## src/logic/loop_lock_regs.vh

```
// register offsets, field positions, reset values and timing counts
`ifndef LOOP_LOCK_REGS_VH
`define LOOP_LOCK_REGS_VH

`define ADDR_LOOP_CTRL 4'h0
`define ADDR_BW_CTRL 4'h1
`define ADDR_IRQ_STAT 4'h2
`define ADDR_IRQ_MASK 4'h3
`define ADDR_MODE_CTRL 4'h4

`define LC_IE_BIT 7
`define LC_FLAG_BIT 6
`define LC_PON_BIT 5
`define LC_BCS_BIT 4
`define LC_UNIMPL 4'hF

`define BW_AUTO_BIT 7
`define BW_LOCK_BIT 6
`define BW_TRK_BIT 5

`define MODE_BREAK_CLEAR_ENABLE_BIT 0

`define IST_LOCKCHG_BIT 0
`define IST_TRK_BIT 1

`define LC_RESET 8'h2F
`define BW_RESET 8'h00
`define MODE_RESET 8'h00

`define ACQ_COUNT 16'h0008
`define TRK_COUNT 16'h0004

`endif

```

## src/logic/loop_lock_event_ctrl.v

```verilog
// lock-status event, mode and register logic of the loop clock generator
//
// Summary of operation
// - auto mode: lock change raises interrupt request
// - flag sets regardless of enable bit
// - manual mode: no LOOP_IRQ request, flag reads zero; pending masked status still drives IRQ
// - vco select allowed while unlocked
// - wait state leaves generator untouched
// - stop kills oscillator, loop, outputs low
// - break clear enabled: clears stick
// - tracking status set within tracking tolerance
// - lock set within lock tolerance
// - acquisition needs fixed reference cycle count
// - lock needs second fixed cycle count
// - control register read or reset clears flag
// - manual mode: enable ignores writes, reads zero
// - lock read-only, zero in manual
`timescale 1ns/1ps
`default_nettype none
`include "loop_lock_regs.vh"
module loop_lock_event_ctrl #(
  parameter CNT_W = 16,
  parameter [CNT_W-1:0] ACQ_CYCLES = `ACQ_COUNT,
  parameter [CNT_W-1:0] TRK_CYCLES = `TRK_COUNT
) (
  input wire CLK,
  input wire RST,
  input wire CE,
  input wire [3:0] ADDR,
  input wire [7:0] WDATA,
  input wire WR,
  input wire RD,
  output reg [7:0] RDATA,
  input wire REF_TICK,
  input wire TRK_TOL,
  input wire LOCK_TOL,
  input wire WAIT_STATE,
  input wire STOP_STATE,
  input wire BREAK_STATE,
  output reg OSC_EN,
  output reg LOOP_EN,
  output reg VCO_SEL,
  output reg CLK_OUT_EN,
  output reg LOOP_IRQ,
  output reg IRQ
);
  // pin-side inputs pass two flops first
  reg [5:0] s1_r;
  reg [5:0] s2_r;
  wire tick_s = s2_r[0];
  wire trk_s = s2_r[1];
  wire lock_s = s2_r[2];
  wire stop_s = s2_r[4];
  wire brk_s = s2_r[5];
  reg tick_d_r;

  reg ie_r, flag_r, pon_r, bcs_r, auto_r, man_trk_r;
  reg break_clear_enable_r;
  reg lock_r;
  reg [1:0] ist_r, imask_r;

  // reset image of the control register; only the power-on bit is picked from it below
  localparam [7:0] LC_RST = `LC_RESET;

  wire tick_edge = tick_s & ~tick_d_r;
  wire loop_live = pon_r & ~stop_s;
  wire acq_done, lock_done;

  function sel;
    input [3:0] a;
    input [3:0] b;
    begin
      sel = (a == b);
    end
  endfunction

  always @(posedge CLK or posedge RST) begin
    if (RST) begin
      s1_r <= 6'h00;
      s2_r <= 6'h00;
      tick_d_r <= 1'b0;
    end else if (CE) begin
      s1_r <= {BREAK_STATE, STOP_STATE, WAIT_STATE, LOCK_TOL, TRK_TOL,
               REF_TICK};
      s2_r <= s1_r;
      tick_d_r <= tick_s;
    end
  end

  // acquisition qualifier then lock qualifier, chained
  sync_counter #(.WIDTH(CNT_W)) acq_cnt (
    .CLK(CLK),
    .RST(RST),
    .ce(CE),
    .clr(~auto_r | ~loop_live),
    .tick(tick_edge),
    .in_tol(trk_s),
    .target(ACQ_CYCLES),
    .done(acq_done)
  );

  sync_counter #(.WIDTH(CNT_W)) lock_cnt (
    .CLK(CLK),
    .RST(RST),
    .ce(CE),
    .clr(~auto_r | ~loop_live | ~acq_done),
    .tick(tick_edge),
    .in_tol(lock_s),
    .target(TRK_CYCLES),
    .done(lock_done)
  );

  wire lock_nxt = auto_r & lock_done;
  wire lock_chg = auto_r & (lock_nxt ^ lock_r);
  wire trk_rise = auto_r & acq_done & ~ist_r[`IST_TRK_BIT];
  // during a break with clear disabled, accesses must not disturb the flag
  wire clr_ok = ~brk_s | break_clear_enable_r;
  wire lc_rd = RD & sel(ADDR, `ADDR_LOOP_CTRL);
  wire lc_wr = WR & sel(ADDR, `ADDR_LOOP_CTRL);
  wire bw_wr = WR & sel(ADDR, `ADDR_BW_CTRL);
  wire is_wr = WR & sel(ADDR, `ADDR_IRQ_STAT);
  wire im_wr = WR & sel(ADDR, `ADDR_IRQ_MASK);
  wire md_wr = WR & sel(ADDR, `ADDR_MODE_CTRL);

  always @(posedge CLK or posedge RST) begin
    if (RST) begin
      ie_r <= 1'b0;
      flag_r <= 1'b0;
      pon_r <= LC_RST[`LC_PON_BIT];
      bcs_r <= 1'b0;
      auto_r <= 1'b0;
      man_trk_r <= 1'b0;
      break_clear_enable_r <= 1'b0;
      lock_r <= 1'b0;
      ist_r <= 2'h0;
      imask_r <= 2'h0;
    end else if (CE) begin
      lock_r <= lock_nxt;
      // event set wins over the read clear
      if (!auto_r) begin
        flag_r <= 1'b0;
      end else if (lock_chg) begin
        flag_r <= 1'b1;
      end else if (lc_rd && clr_ok) begin
        flag_r <= 1'b0;
      end
      if (lc_wr) begin
        if (auto_r) begin
          ie_r <= WDATA[`LC_IE_BIT];
        end
        // no lock check on vco select, only the loop must be on
        bcs_r <= WDATA[`LC_BCS_BIT] & (pon_r | WDATA[`LC_PON_BIT]) &
                 (bcs_r | pon_r);
        pon_r <= WDATA[`LC_PON_BIT] | bcs_r;
      end else if (!auto_r) begin
        ie_r <= 1'b0;
      end
      if (bw_wr) begin
        auto_r <= WDATA[`BW_AUTO_BIT];
        if (!auto_r) begin
          man_trk_r <= WDATA[`BW_TRK_BIT];
        end
      end
      if (md_wr) begin
        break_clear_enable_r <= WDATA[`MODE_BREAK_CLEAR_ENABLE_BIT];
      end
      if (im_wr) begin
        imask_r <= WDATA[1:0];
      end
      if (lock_chg) begin
        ist_r[`IST_LOCKCHG_BIT] <= 1'b1;
      end else if (is_wr && clr_ok && WDATA[`IST_LOCKCHG_BIT]) begin
        ist_r[`IST_LOCKCHG_BIT] <= 1'b0;
      end
      if (trk_rise) begin
        ist_r[`IST_TRK_BIT] <= 1'b1;
      end else if (is_wr && clr_ok && WDATA[`IST_TRK_BIT]) begin
        ist_r[`IST_TRK_BIT] <= 1'b0;
      end
    end
  end

  // outputs; wait state has no input here on purpose
  always @(posedge CLK or posedge RST) begin
    if (RST) begin
      OSC_EN <= 1'b0;
      LOOP_EN <= 1'b0;
      VCO_SEL <= 1'b0;
      CLK_OUT_EN <= 1'b0;
      LOOP_IRQ <= 1'b0;
      IRQ <= 1'b0;
    end else if (CE) begin
      OSC_EN <= ~stop_s;
      LOOP_EN <= loop_live;
      VCO_SEL <= bcs_r & ~stop_s;
      CLK_OUT_EN <= ~stop_s;
      LOOP_IRQ <= flag_r & ie_r & auto_r;
      IRQ <= |(ist_r & imask_r);
    end
  end

  always @(posedge CLK or posedge RST) begin
    if (RST) begin
      RDATA <= 8'h00;
    end else if (CE) begin
      RDATA <= 8'h00;
      if (RD) begin
        case (ADDR)
          `ADDR_LOOP_CTRL: RDATA <= {ie_r & auto_r, flag_r & auto_r, pon_r,
                                     bcs_r, `LC_UNIMPL};
          `ADDR_BW_CTRL: RDATA <= {auto_r, lock_r & auto_r,
                                   auto_r ? acq_done : man_trk_r, 5'h00};
          `ADDR_IRQ_STAT: RDATA <= {6'h00, ist_r};
          `ADDR_IRQ_MASK: RDATA <= {6'h00, imask_r};
          `ADDR_MODE_CTRL: RDATA <= {7'h00, break_clear_enable_r};
          default: RDATA <= 8'h00;
        endcase
      end
    end
  end
endmodule // loop_lock_event_ctrl
`default_nettype wire

```

## src/logic/sync_counter.v

```verilog
// qualifying counter: counts consecutive reference ticks within tolerance
`timescale 1ns/1ps
`default_nettype none
module sync_counter #(
  parameter WIDTH = 16
) (
  input wire CLK,
  input wire RST,
  input wire ce,
  input wire clr,
  input wire tick,
  input wire in_tol,
  input wire [WIDTH-1:0] target,
  output reg done
);
  reg [WIDTH-1:0] cnt_r;

  always @(posedge CLK or posedge RST) begin
    if (RST) begin
      cnt_r <= {WIDTH{1'b0}};
      done <= 1'b0;
    end else if (ce) begin
      if (clr || !in_tol) begin
        // any reference cycle out of tolerance restarts the window
        cnt_r <= {WIDTH{1'b0}};
        done <= 1'b0;
      end else if (tick && !done) begin
        if (cnt_r + {{(WIDTH-1){1'b0}}, 1'b1} >= target) begin
          done <= 1'b1;
        end
        cnt_r <= cnt_r + {{(WIDTH-1){1'b0}}, 1'b1};
      end
    end
  end
endmodule // sync_counter
`default_nettype wire

```

## config.mk

```make
export PLATFORM = sky130hd
export DESIGN_NAME = loop_lock_event_ctrl
export DESIGN_NICKNAME = d
export VERILOG_FILES = /design/src/logic/loop_lock_event_ctrl.v /design/src/logic/sync_counter.v
export VERILOG_INCLUDE_DIRS = /design/src /design/src/logic
export SDC_FILE = /design/constraint.sdc
export NUM_CORES = 1
export LEC_CHECK = 0
export BUFFER_PORTS_ARGS = -buffer_cell sky130_fd_sc_hd__buf_2
export CORE_MARGIN = 3
export CORE_UTILIZATION = 35
export CTS_CLUSTER_DIAMETER = 80
export DETAILED_ROUTE_END_ITERATION = 8
export GPL_ROUTABILITY_DRIVEN = 0
export PLACE_DENSITY = 0.51
export SLEW_MARGIN = 20
export SYNTH_ARGS = -nofsm -noshare
export SYNTH_HDL_FRONTEND = slang
export SYNTH_HIERARCHICAL = 1
export SYNTH_SLANG_ARGS = --single-unit
```

## constraint.sdc

```tcl
create_clock -name CLK -period 3.3 [get_ports CLK]
set_input_delay 0.495 -clock CLK [delete_from_list [all_inputs] [get_ports CLK]]
set_output_delay 0.495 -clock CLK [all_outputs]
set_load 0.1 [all_outputs]
```

After elaboration in Yosys (flattened, before gate mapping) --
Cells that the tools add are included.
Word-level totals: register bits 72, input port bits 23, output and inout port bits 14
Cells by class: add/sub/neg operators 2, order comparisons 2, equal/unequal tests 7, muxes and demuxes 23, bitwise gates (word level) 35, reduce and logical (&&, ||, !) cells 33
Operator list (count):
- $mux W16 | 4
- $pmux W8 S5 | 1
- $add A16 B1 Y16 const B | 2
- $and A1 B1 Y1 | 20
- $reduce_and A2 Y1 | 9
- $mux W1 | 17
- $ge A16 B3 Y1 const B | 1
- $ge A16 B4 Y1 const B | 1
- $reduce_and A3 Y1 | 4
- $reduce_bool A2 Y1 | 6
- $eq A4 B2 Y1 const B | 2
- $mux W8 | 1
- $not A1 Y1 | 7
- $logic_and A1 B1 Y1 | 6
- $or A1 B1 Y1 | 6
- $eq A4 B1 Y1 const B | 1
- $eq A4 B3 Y1 const B | 1
- $logic_not A1 Y1 | 4
- $logic_not A4 Y1 | 1
- $ne A3 B1 Y1 const B | 1
- $and A2 B2 Y2 | 1
- $logic_or A1 B1 Y1 | 2
- $ne A2 B1 Y1 const B | 1
- $ne A2 B2 Y1 const B | 1
- 2 further kinds | 2

Depth between registers and ports, before layout --
Gate-level depths: netlist of the first run.
depth in word-level cells 8, mapped depth 9

By module --
Netlist of the first run, hierarchy kept.
Modules (own cells, without submodules):
- sync_counter | times used 2, cells an instance 165, area each 1446.4 um2, sequential area each 425.4 um2
- loop_lock_event_ctrl | times used 1, cells an instance 149, area each 1697.9 um2, sequential area each 877.1 um2

Worst setup path after synthesis of the first run --
OpenSTA, ideal clock, no wires.
path kind reg2reg, start register acq_cnt.cnt_r[0], end register acq_cnt.done, setup time 0.082 ns, arrival 2.267 ns, required time 3.218 ns, slack 0.951 ns, cell stages (with the launch flop) 10, path buffers 0, path through dfrtp_1 > ha_1 > nand4_2 > nor4_1 > xor2_1 > ha_1 > and4_1 > nand3_1 > a221o_1 > a31oi_1
Between the ends: word-level cells in the longest chain between the ends 4
RTL lines:
- start: declaration | line sync_counter.v:16 | reg [WIDTH-1:0] cnt_r;
- start signal: assignment | line sync_counter.v:20 | cnt_r <= {WIDTH{1'b0}};
- start signal: assignment | line sync_counter.v:25 | cnt_r <= {WIDTH{1'b0}};
- start signal: assignment | line sync_counter.v:31 | cnt_r <= cnt_r + {{(WIDTH-1){1'b0}}, 1'b1};
- $add A16 B1 Y16 | line sync_counter.v:28 | if (cnt_r + {{(WIDTH-1){1'b0}}, 1'b1} >= target) begin
- $ge A16 B4 Y1 | line sync_counter.v:28
- $reduce_bool A2 Y1 (no line)
- $reduce_and A3 Y1 (no line)
- end signal: assignment | line sync_counter.v:21 | done <= 1'b0;
- end signal: assignment | line sync_counter.v:26 | done <= 1'b0;
- end signal: assignment | line sync_counter.v:29 | done <= 1'b1;
- end: declaration | line sync_counter.v:14 | output reg done
No other way between the ends. A chain may end at the register's enable or synchronous reset.

Final worst setup path of the first run --
start register lock_cnt.cnt_r[0], end register lock_cnt.done
Between the ends: word-level cells in the longest chain between the ends 4
RTL lines (line):
- start: declaration | sync_counter.v:16
- start signal: assignment | sync_counter.v:20
- start signal: assignment | sync_counter.v:25
- start signal: assignment | sync_counter.v:31
- $add A16 B1 Y16 | sync_counter.v:28
- $ge A16 B3 Y1 | sync_counter.v:28
- $reduce_bool A2 Y1 (no line)
- $reduce_and A3 Y1 (no line)
- end signal: assignment | sync_counter.v:21
- end signal: assignment | sync_counter.v:26
- end signal: assignment | sync_counter.v:29
- end: declaration | sync_counter.v:14
No other way between the ends.

==> out/qor.txt, run 1 <==
Drt drc - 0
H-Tree Depth - 3
Setup TNS - 0 ps
Core footprint - 12720 um^2
VDD IR-drop max - 0.0002412 V
CTS tree - yes
CP max FO - 6
Ys async rst share - 100.0%
Clk sinks - 69
Drt wl/cell - 13.99 um
RR Startpoint - lock_cnt/cnt_r[0]
GRT Util Overall - 15.17%
Initial core utilization - 36.08%
Setup Skew - 7.002 ps
Setup ws final - 591.1 ps
XOR/XNOR Fraction of Synth Area - 5.533%
Largest family of logic cells by synthesized area - simple AND/OR/NAND/NOR gates
Die area - 14530 um^2
Post-synth EDFFs - 0
Compound-Gate Fraction of Synth Area - 15.70%
Final worst path period share - 82.09%
Final Hold Fails - 0
Yosys warns - 6
Largest net degree at the start of global routing - 36
Fmax - 369.2 MHz
Vias - 3621
Yosys top cell by area - dfrtp_1
Remaining global-route overflow - 0
Adder-cell share of the synthesized area - 9.267%
Routed WL - 10.10 mm
DP Worst Slack - 607.9 ps
Dominant cells by area after synthesis - dfrtp_1, ha_1, mux2_2, inv_1, nand2_1
Vias per Instance - 5.015
Outcome - finished, final reports clean
Worst Path Arrival - 2960 ps
Seq cells post-synth - 69
# rows - 41
Simple-gate portion of the synthesized area - 20.31%
Unrepaired setup endpoints after global routing - no
CTS root buf - clkbuf_16
CTS Buf Count - 9
Post-synthesis sequential area ratio - 37.64%
Final Max Slew Viols - 0
Crit start category - register
Leak pwr - 0.002454 uW
Vias in the first global route - 3612
Post-synthesis mux area share - 5.778%
Critical Path Source - lock_cnt/cnt_r[0]
Io pins - 37
Crit path kind - register to register
Setup repair bufs after CTS - 0
Distinct cells, synth - 60
Hpwl dp - 7.289 mm
Cell Area, Synth - 4591 um^2
Setup violators final - 0
Post-route ant nets - 0
Hold Path Class - primary input to async pin
Fillers - 1294
Top FF cell, synth - dfrtp_1
Vert. Die Dim - 120.5 um
Reg clk slew, reported paths - 60 ps
Worst EP required - 3550 ps
First-pass GRT wire length - 17.75 mm
Post-Synthesis Cells - 479
Tmin final - 2709 ps
PortBufs - 32
Post-CTS Resized - 0
Max_slew headroom - 52.97%
Slew @ Worst Pin - 704.6 ps
Syn-to-layout area delta - 17.03%
Syn avg cell area - 9.584 um^2
Power per cell area - 424.7 nW/um^2
Die Wd - 120.5 um
Element type at the critical path end - register
Share of cells above drive strength 1 - 17.27%
Final nets - 602
Post-synth top area share - 37.07%
Initial antenna violation count - 0
Ant diodes - 0
Clock buffer depth - 2
Worst skew pair latency - 340 ps
Starting DRC count in detailed routing - 196
DRT Pass-1 Iters - 4
Hold Buf Count CTS - 0
Max-Cap Viols - 0
## critical path: stages, from the launching register on
cell     delay, ps
dfrtp_1        420
ha_1           310
nand4_2        210
nor4_1         510
xor2_1         130
ha_1           310
and4_1         220
nand3_1         80
a221o_1        270
a31oi_1        150
## power by group
part	internal [uW]	switching, uW
Sequential	893	38.2
Combinational	91.3	202
Clock	682	375
Total	1670	616
## logic make-up (layout without fill, tap and decap cells)
| logic type | after synthesis | count (layout) |
|---|---|---|
| AOI/OAI and AO/OA | 110 | 110 |
| DFF | 69 | 69 |
| xor gates and xnor gates | 29 | 29 |
| and+or+nand+nor | 148 | 148 |
| buffers and inverters | 63 | 104 |
| other | 2 | 32 |
| muxes | 24 | 24 |
| adders and majority gates | 34 | 34 |
## synth_stat cells, types with 3 or more instances
cell type,number
and3_1,5
buf_2,5
and4_1,8
a31oi_1,20
nand3_1,17
nand2_1,37
clkbuf_1,4
o21ai_1,6
ha_1,34
a21oi_1,19
mux2_2,20
buf_4,4
dfrtp_1,68
a22o_1,14
a21o_1,6
xor2_1,15
nand4b_1,5
inv_1,50
nor2_1,15
nand4_1,4
nor3b_1,3
a221o_1,4
nand2b_1,5
o21ai_0,24
nor4_2,5
o22ai_1,3
xnor2_1,14
nor4_1,5
nor3_1,8
mux2i_1,4
nor2b_1,7
## sequential cells by signal, indices dropped and copies added, names as in the netlist
signal	count
auto_r	1
bcs_r	1
IRQ	1
flag_r	1
lock_cnt/cnt_r	16
CLK_OUT_EN	1
ie_r	1
ist_r	2
s1_r	5
s2_r	5
LOOP_EN	1
lock_cnt/done	1
acq_cnt/done	1
imask_r	2
man_trk_r	1
tick_d_r	1
pon_r	1
VCO_SEL	1
acq_cnt/cnt_r	16
lock_r	1
LOOP_IRQ	1
break_clear_enable_r	1
RDATA	7
## final timing paths
kind	slack, ps	cells after the start	to
hold / removal	290	3	s2_r[1]
setup / recovery	590	9	lock_cnt/done
max in group asynchronous	2550	2	lock_cnt/cnt_r[13]
setup reg to reg	590	9	lock_cnt/done
hold reg to reg	480	2	RDATA[6]
min in group CLK	360	2	ist_r[1]
## per-stage QoR
| stage | std cells | instance area (um^2) | utilization, % | total power, uW | hold slack [ps] |
|---|---|---|---|---|---|
| after floorplan | 509 | 4703 | - | 1169 | 421.1 |
| after global placement | 706 | 5054 | 39.72 | 1239 | 482.7 |
| after detailed placement | 706 | 5054 | 39.72 | 1243 | 480.3 |
| after CTS | 722 | 5373 | 42.23 | 2319 | 308.9 |
| after global routing | 722 | 5373 | 42.23 | 2394 | 334.5 |
| final | 722 | 5373 | 42.23 | 2282 | 290.8 |
## layout by cell type (no fill, tap or decap), drive strengths merged, types with 3 or more instances in the layout
cell,Yosys,layout
a21o,6,6
a21oi,19,19
a221o,4,4
a22o,14,14
a31oi,20,20
and3,5,5
and4,8,8
buf,9,38
clkbuf,4,12
conb,2,32
dfrtp,68,68
ha,34,34
inv,50,50
mux2,20,20
mux2i,4,4
nand2,37,37
nand2b,5,5
nand3,21,21
nand4,6,6
nand4b,5,5
nor2,16,16
nor2b,7,7
nor3,9,9
nor3b,4,4
nor4,12,12
o21ai,30,30
o22ai,3,3
xnor2,14,14
xor2,15,15
## final cells by class
cell class	count	area, um^2	area share [%]
Inverter	50	187.7	3.493
Multi-Input combinational cell	377	2718	50.58
Clock buffer	12	246.5	4.588
Timing Repair Buffer	38	205.2	3.819
Tap cell	172	215.2	4.006
Sequential cell	69	1728	32.16
Clock inverter	4	72.57	1.351
## layer usage
metal	global-route usage, %	up-vias	wire length (um)
li1	-	1835	-
met1	20.86	1732	5052
met2	23.82	46	4543
met3	4.303	8	406
met4	3.399	0	99
met5	0	-	0
No activity file was read; power rests on OpenSTA's default activity.
==> run 2, diff against run 1 <==
Clock period 3.3 ns to 2.7 ns, I/O delays scaled along.
==> run 2 against run 1 <==
Effect of this change: core utilization rose by 0.92 points; total power grew 21%; largest power group unchanged; sequential power increased by 22%; via count up 2.9%; sequential share of layout area decreased by 0.67 points; global-route usage shrank 0.11 points.
==> out/qor.txt, run 2 (synthesized netlist as in run 1, its figures left out) <==
Drt wl/cell - 13.96 um (-0.20%)
Worst skew pair latency - 340 ps (about the same)
Max_slew headroom - 48.08% (-4.9 points)
Unrepaired setup endpoints after global routing - no
Final Hold Fails - 0 (unchanged)
Core Util, Final - 43.16% (+0.92 points)
Fmax - 412.2 MHz (+12%)
Worst EP required - 2960 ps (-590 ps)
Commonest non-fill, non-tap cell in the layout - dfrtp_1
Die Wd - 120.5 um (unchanged)
Setup Skew - 9.795 ps (+2.793 ps)
Vias per Instance - 5.054 (+0.78%)
Share of cells above drive strength 1 - 20.18% (+2.9 points)
Critical path endpoint - acq_cnt/done
Sw Pwr - 740.3 uW (+20%)
GRT Util Overall - 15.06% (-0.11 points)
Clk sinks - 69 (unchanged)
Crit path kind - register to register
Ant diodes - 0 (unchanged)
R2r setup slk - 270 ps (-320 ps)
Initial core utilization - 36.08% (unchanged)
Starting DRC count in detailed routing - 157 (-20%)
Post-route ant nets - 0 (unchanged)
CP max FO - 5 (-1)
DRT Pass-1 Iters - 4 (unchanged)
Outcome - finished, final reports clean
Core footprint - 12720 um^2 (unchanged)
R2r endpoint - acq_cnt/done
Met2 WL - 4.739 mm (+4.3%)
Hpwl dp - 7.504 mm (+3.0%)
WL met1 - 5.028 mm (-0.48%)
Largest regs - acq_cnt/cnt_r: 16 flops, lock_cnt/cnt_r: 16 flops, RDATA: 7 flops
Largest net degree at the start of global routing - 36 (unchanged)
Hold Buf Count CTS - 0 (unchanged)
Drt drc - 0 (unchanged)
RR Startpoint - acq_cnt/cnt_r[0]
CTS root buf - clkbuf_16
Max-Cap Viols - 0 (unchanged)
Vias - 3725 (+2.9%)
CTS Buf Count - 9 (unchanged)
Element type at the critical path end - register
Power per cell area - 500.8 nW/um^2 (+18%)
Tmin final - 2426 ps (-282.7 ps)
Power Total - 2749 uW (+21%)
Final nets - 617 (+2.5%)
Clock power share - 45.4% (-0.9 points)
Switch share - 26.92% (-0.059 points)
CTS tree - yes
Reg clk slew, reported paths - 60 ps (about the same)
WL met3 - 410 um (+0.99%)
Worst Path Arrival - 2680 ps (-280 ps)
Leak pwr - 0.002531 uW (+3.1%)
PortBufs - 32 (unchanged)
Gate power share - 13.2% (+0.3 points)
Hold Slack - 205.9 ps (-84.92 ps)
Routed WL - 10.29 mm (+1.9%)
Syn-to-layout area delta - 19.60%
Crit start category - register
Vert. Die Dim - 120.5 um (unchanged)
Setup TNS - 0 ps (unchanged)
Commonest cells after routing, fill and taps aside - dfrtp_1, inv_1, nand2_1
Pint - 2009 uW (+21%)
Vias in the first global route - 3625 (+0.36%)
Die area - 14530 um^2 (unchanged)
Remaining global-route overflow - 0 (unchanged)
# rows - 41 (unchanged)
Flop pwr share - 41.4% (+0.6 points)
Io pins - 37 (unchanged)
Critical Path Source - acq_cnt/cnt_r[0]
Final worst path period share - 89.86% (+7.8 points)
R2r worst-path depth - 10 (+1)
Slew @ Worst Pin - 777.9 ps (+73.29 ps)
Initial antenna violation count - 0 (unchanged)
DR top layer - met4
Final Max Slew Viols - 0 (unchanged)
VDD IR-drop max - 0.0002840 V (+18%)
First-pass GRT wire length - 17.55 mm (-1.2%)
H-Tree Depth - 3 (unchanged)
Clock buffer depth - 2 (unchanged)
Hold Path Class - primary input to async pin
Setup violators final - 0 (unchanged)
-- run 2: cell count changes in the layout (fill, tap and decap cells not counted), sizes merged --
| cell | before | now |
|---|---|---|
| buf | 38 | 53 |
| clkinv | 1 | 3 |
| clkbuf | 12 | 11 |
| clkinvlp | 1 | 0 |
-- run 2: power groups by stage --
stage	clock [uW]	sequential, uW	combinational (uW)
floorplan	0	1220	211
global placement	0	1160	360
detailed placement	0	1160	366
CTS	1290	1140	367
global route	1330	1150	403
finish	1250	1140	363
-- run 2: layout make-up --
| class | instances | area, um^2 |
|---|---|---|
| Clock inverter | 5 | 75.07 |
| Fill cell | 1313 | 7232 |
| Clock buffer | 11 | 232.7 |
| Timing Repair Buffer | 53 | 317.8 |
| Sequential cell | 69 | 1729 |
| Tap cell | 172 | 215.2 |
| Multi-Input combinational cell | 377 | 2733 |
| Inverter | 50 | 187.7 |
-- run 2: how the worst min path moves through the flow --
stage | cells after the start | to | startpoint | slack [ps]
after floorplan | 1 | acq_cnt/cnt_r[0] | RST | 330
after global placement | 2 | RDATA[6] | RDATA[6] | 480
after detailed placement | 2 | RDATA[6] | RDATA[6] | 490
after CTS | 3 | man_trk_r | RST | 220
after global routing | 3 | auto_r | RST | 240
final | 3 | auto_r | RST | 210
-- run 2: worst max-delay path, stage by stage (launching register included) --
cell     delay, ps
dfrtp_1        360
buf_4          140
nand2_2        100
nor4_4         420
nand3_1        140
xnor2_1        160
ha_1           320
and4_4         240
nand3_1         60
a221o_1        260
a31oi_1        140
-- run 2: layer usage --
metal | vias up | global-route usage (%)
li1 | 1878 | -
met1 | 1798 | 20.09
met2 | 41 | 24.00
met3 | 8 | 4.630
met4 | 0 | 3.612
met5 | - | 0
-- run 2: stage by stage --
| stage | instance area, um^2 | cells | worst slack [ps] |
|---|---|---|---|
| floorplan | 4703 | 509 | 350.6 |
| global placement | 5151 | 719 | 201.6 |
| finish | 5490 | 737 | 273.9 |
| CTS | 5459 | 735 | 156.8 |
| global route | 5490 | 737 | 0.1812 |
| detailed placement | 5151 | 719 | 192.7 |
-- run 2: timing repair --
item | in CTS | in global routing
buffers inserted | 0 | 2
endpoints found under the setup margin | 0 | 2
resized for setup | 0 | 5
==> run 3, diff against run 2 <==
Settings changed: CORE_UTILIZATION 35 to 31, PLACE_DENSITY 0.51 to 0.47.
Clock period 2.7 ns to 2.4 ns, I/O delays scaled along.
==> run 3 against run 2 <==
Effect of this change: register-to-register slack lost 180 ps; wire length grew 7.9%; sequential power grew 12%; fmax grew 5.0%; setup slack lost 180 ps; first-iteration DRC count grew 6.4%; design area grew 6.9%; cell count grew 6.2%; critical path type unchanged; critical endpoint is now lock_cnt/done; largest cell class unchanged.
==> out/qor.txt, run 3 (synthesized netlist as in run 1, its figures left out) <==
Worst EP required - 2660 ps (-300 ps)
CP max FO - 5 (unchanged)
Vias - 3820 (+2.6%)
Routed WL - 11.10 mm (+7.9%)
First-pass GRT wire length - 18.51 mm (+5.5%)
Die area - 16300 um^2 (+12%)
Fmax - 432.7 MHz (+5.0%)
DP Worst Slack - 7.561 ps (-185.2 ps)
Vert. Die Dim - 127.7 um (+5.9%)
CTS Buf Count - 9 (unchanged)
Met2 usage - 22.73% (-1.3 points)
VDD IR-drop max - 0.0003529 V (+24%)
Setup violators final - 0 (unchanged)
Final worst path period share - 96.29% (+6.4 points)
Power Total - 3084 uW (+12%)
Die Wd - 127.7 um (+5.9%)
# rows - 43 (+4.9%)
R2r worst-path depth - 10 (unchanged)
M3 GR Usage - 2.958% (-1.7 points)
Io pins - 37 (unchanged)
Worst skew pair latency - 340 ps (about the same)
Final Hold Fails - 0 (unchanged)
Final nets - 655 (+6.2%)
Commonest cells after routing, fill and taps aside - dfrtp_1, buf_4, inv_1
Leak pwr - 0.002782 uW (+9.9%)
DRT Pass-1 Iters - 4 (unchanged)
Met1 Use GR - 19.04% (-1.1 points)
RR Startpoint - lock_cnt/cnt_r[0]
Global-route layer with the greatest usage - met2
Power per cell area - 525.3 nW/um^2 (+4.9%)
Reg clk slew, reported paths - 60 ps (about the same)
CTS root buf - clkbuf_16
Setup TNS - 0 ps (unchanged)
Crit path kind - register to register
Hold Path Class - primary input to async pin
Largest net degree at the start of global routing - 36 (unchanged)
Clock buffer depth - 2 (unchanged)
Vias in the first global route - 3734 (+3.0%)
Unrepaired setup endpoints after global routing - yes
Initial antenna violation count - 0 (unchanged)
Post-route ant nets - 0 (unchanged)
Crit start category - register
Outcome - finished, final reports clean
Core footprint - 14200 um^2 (+12%)
Drt drc - 0 (unchanged)
CTS tree - yes
R2r setup slk - 90 ps (-180 ps)
Commonest non-fill, non-tap cell in the layout - dfrtp_1
Ant diodes - 0 (unchanged)
Total placed instance area - 5394 um^2 (+4.7%)
GRT Util Overall - 14.01% (-1.1 points)
Starting DRC count in detailed routing - 167 (+6.4%)
Clk sinks - 69 (unchanged)
Slew @ Worst Pin - 739.8 ps (-38.08 ps)
Syn-to-layout area delta - 27.88%
Drt wl/cell - 14.18 um (+1.5%)
Initial core utilization - 32.32% (-3.8 points)
Setup ws final - 89.01 ps (-184.8 ps)
Max_slew headroom - 50.62% (+2.5 points)
Vias per Instance - 4.879 (-3.5%)
Final Max Slew Viols - 0 (unchanged)
Critical Path Source - lock_cnt/cnt_r[0]
Hpwl dp - 7.956 mm (+6.0%)
PortBufs - 32 (unchanged)
Remaining global-route overflow - 0 (unchanged)
Largest regs - acq_cnt/cnt_r: 16 flops, lock_cnt/cnt_r: 16 flops, RDATA: 7 flops
Fillers - 1388 (+5.7%)
R2r endpoint - lock_cnt/done
Worst Path Arrival - 2570 ps (-110 ps)
H-Tree Depth - 3 (unchanged)
Tmin final - 2311 ps (-115.2 ps)
Element type at the critical path end - register
Finished Cell Area - 5871 um^2 (+6.9%)
Setup Skew - 6.842 ps (-2.954 ps)
Share of cells above drive strength 1 - 26.53% (+6.4 points)
Max-Cap Viols - 0 (unchanged)
run 3: stage by stage:
step           utilization, %  instances  hold WS, ps
2_1_floorplan               -        509        286.1
3_3_place_gp            37.98        758        480.1
3_5_place_dp            37.98        758        486.2
4_1_cts                 40.15        774        172.8
5_1_grt                 41.33        783        204.9
6_report                41.33        783        159.1
run 3: report_power, final:
group          switching [uW]  internal, uW
sequential               53.5          1230
combinational             283           134
clock                     546           840
total                     883          2200
run 3: area by class of cell:
| class | instances | area (um^2) | area share (%) |
|---|---|---|---|
| clock buffers | 10 | 239.0 | 4.071 |
| clock inverters | 6 | 70.07 | 1.194 |
| inverters | 50 | 187.7 | 3.197 |
| multi-input cells | 377 | 2811 | 47.89 |
| flip-flops and latches | 69 | 1730 | 29.48 |
| well taps | 180 | 225.2 | 3.836 |
| repair buffers | 91 | 606.8 | 10.34 |
run 3: what timing repair did:
item                                    in CTS  in global routing
hold buffers                                 0                  0
endpoints found under the setup margin       2                  2
setup buffers                                0                  9
resized for setup                            0                 19
pin swaps                                    2                 11
cloned                                       0                  0
run 3: worst max-delay path by stage:
| stage | to | cells past startpoint |
|---|---|---|
| final | lock_cnt/done | 10 |
| after CTS | lock_cnt/done | 10 |
| after detailed placement | acq_cnt/done | 10 |
| after global placement | acq_cnt/done | 10 |
| after floorplan | acq_cnt/done | 9 |
| after global routing | lock_cnt/done | 10 |
run 3: routing by layer:
| layer | vias up | wire length, um |
|---|---|---|
| li1 | 1945 | - |
| met1 | 1810 | 5395 |
| met2 | 57 | 5187 |
| met3 | 8 | 415 |
| met4 | 0 | 102 |
| met5 | - | 0 |
run 3: worst max-delay path: stages (launching register included):
cell	delay, ps
dfrtp_1	410
ha_4	170
nand4_4	150
nor4_2	290
buf_4	150
xor2_1	60
ha_1	310
and4_4	230
nand3_1	70
a221o_1	260
a31oi_1	130
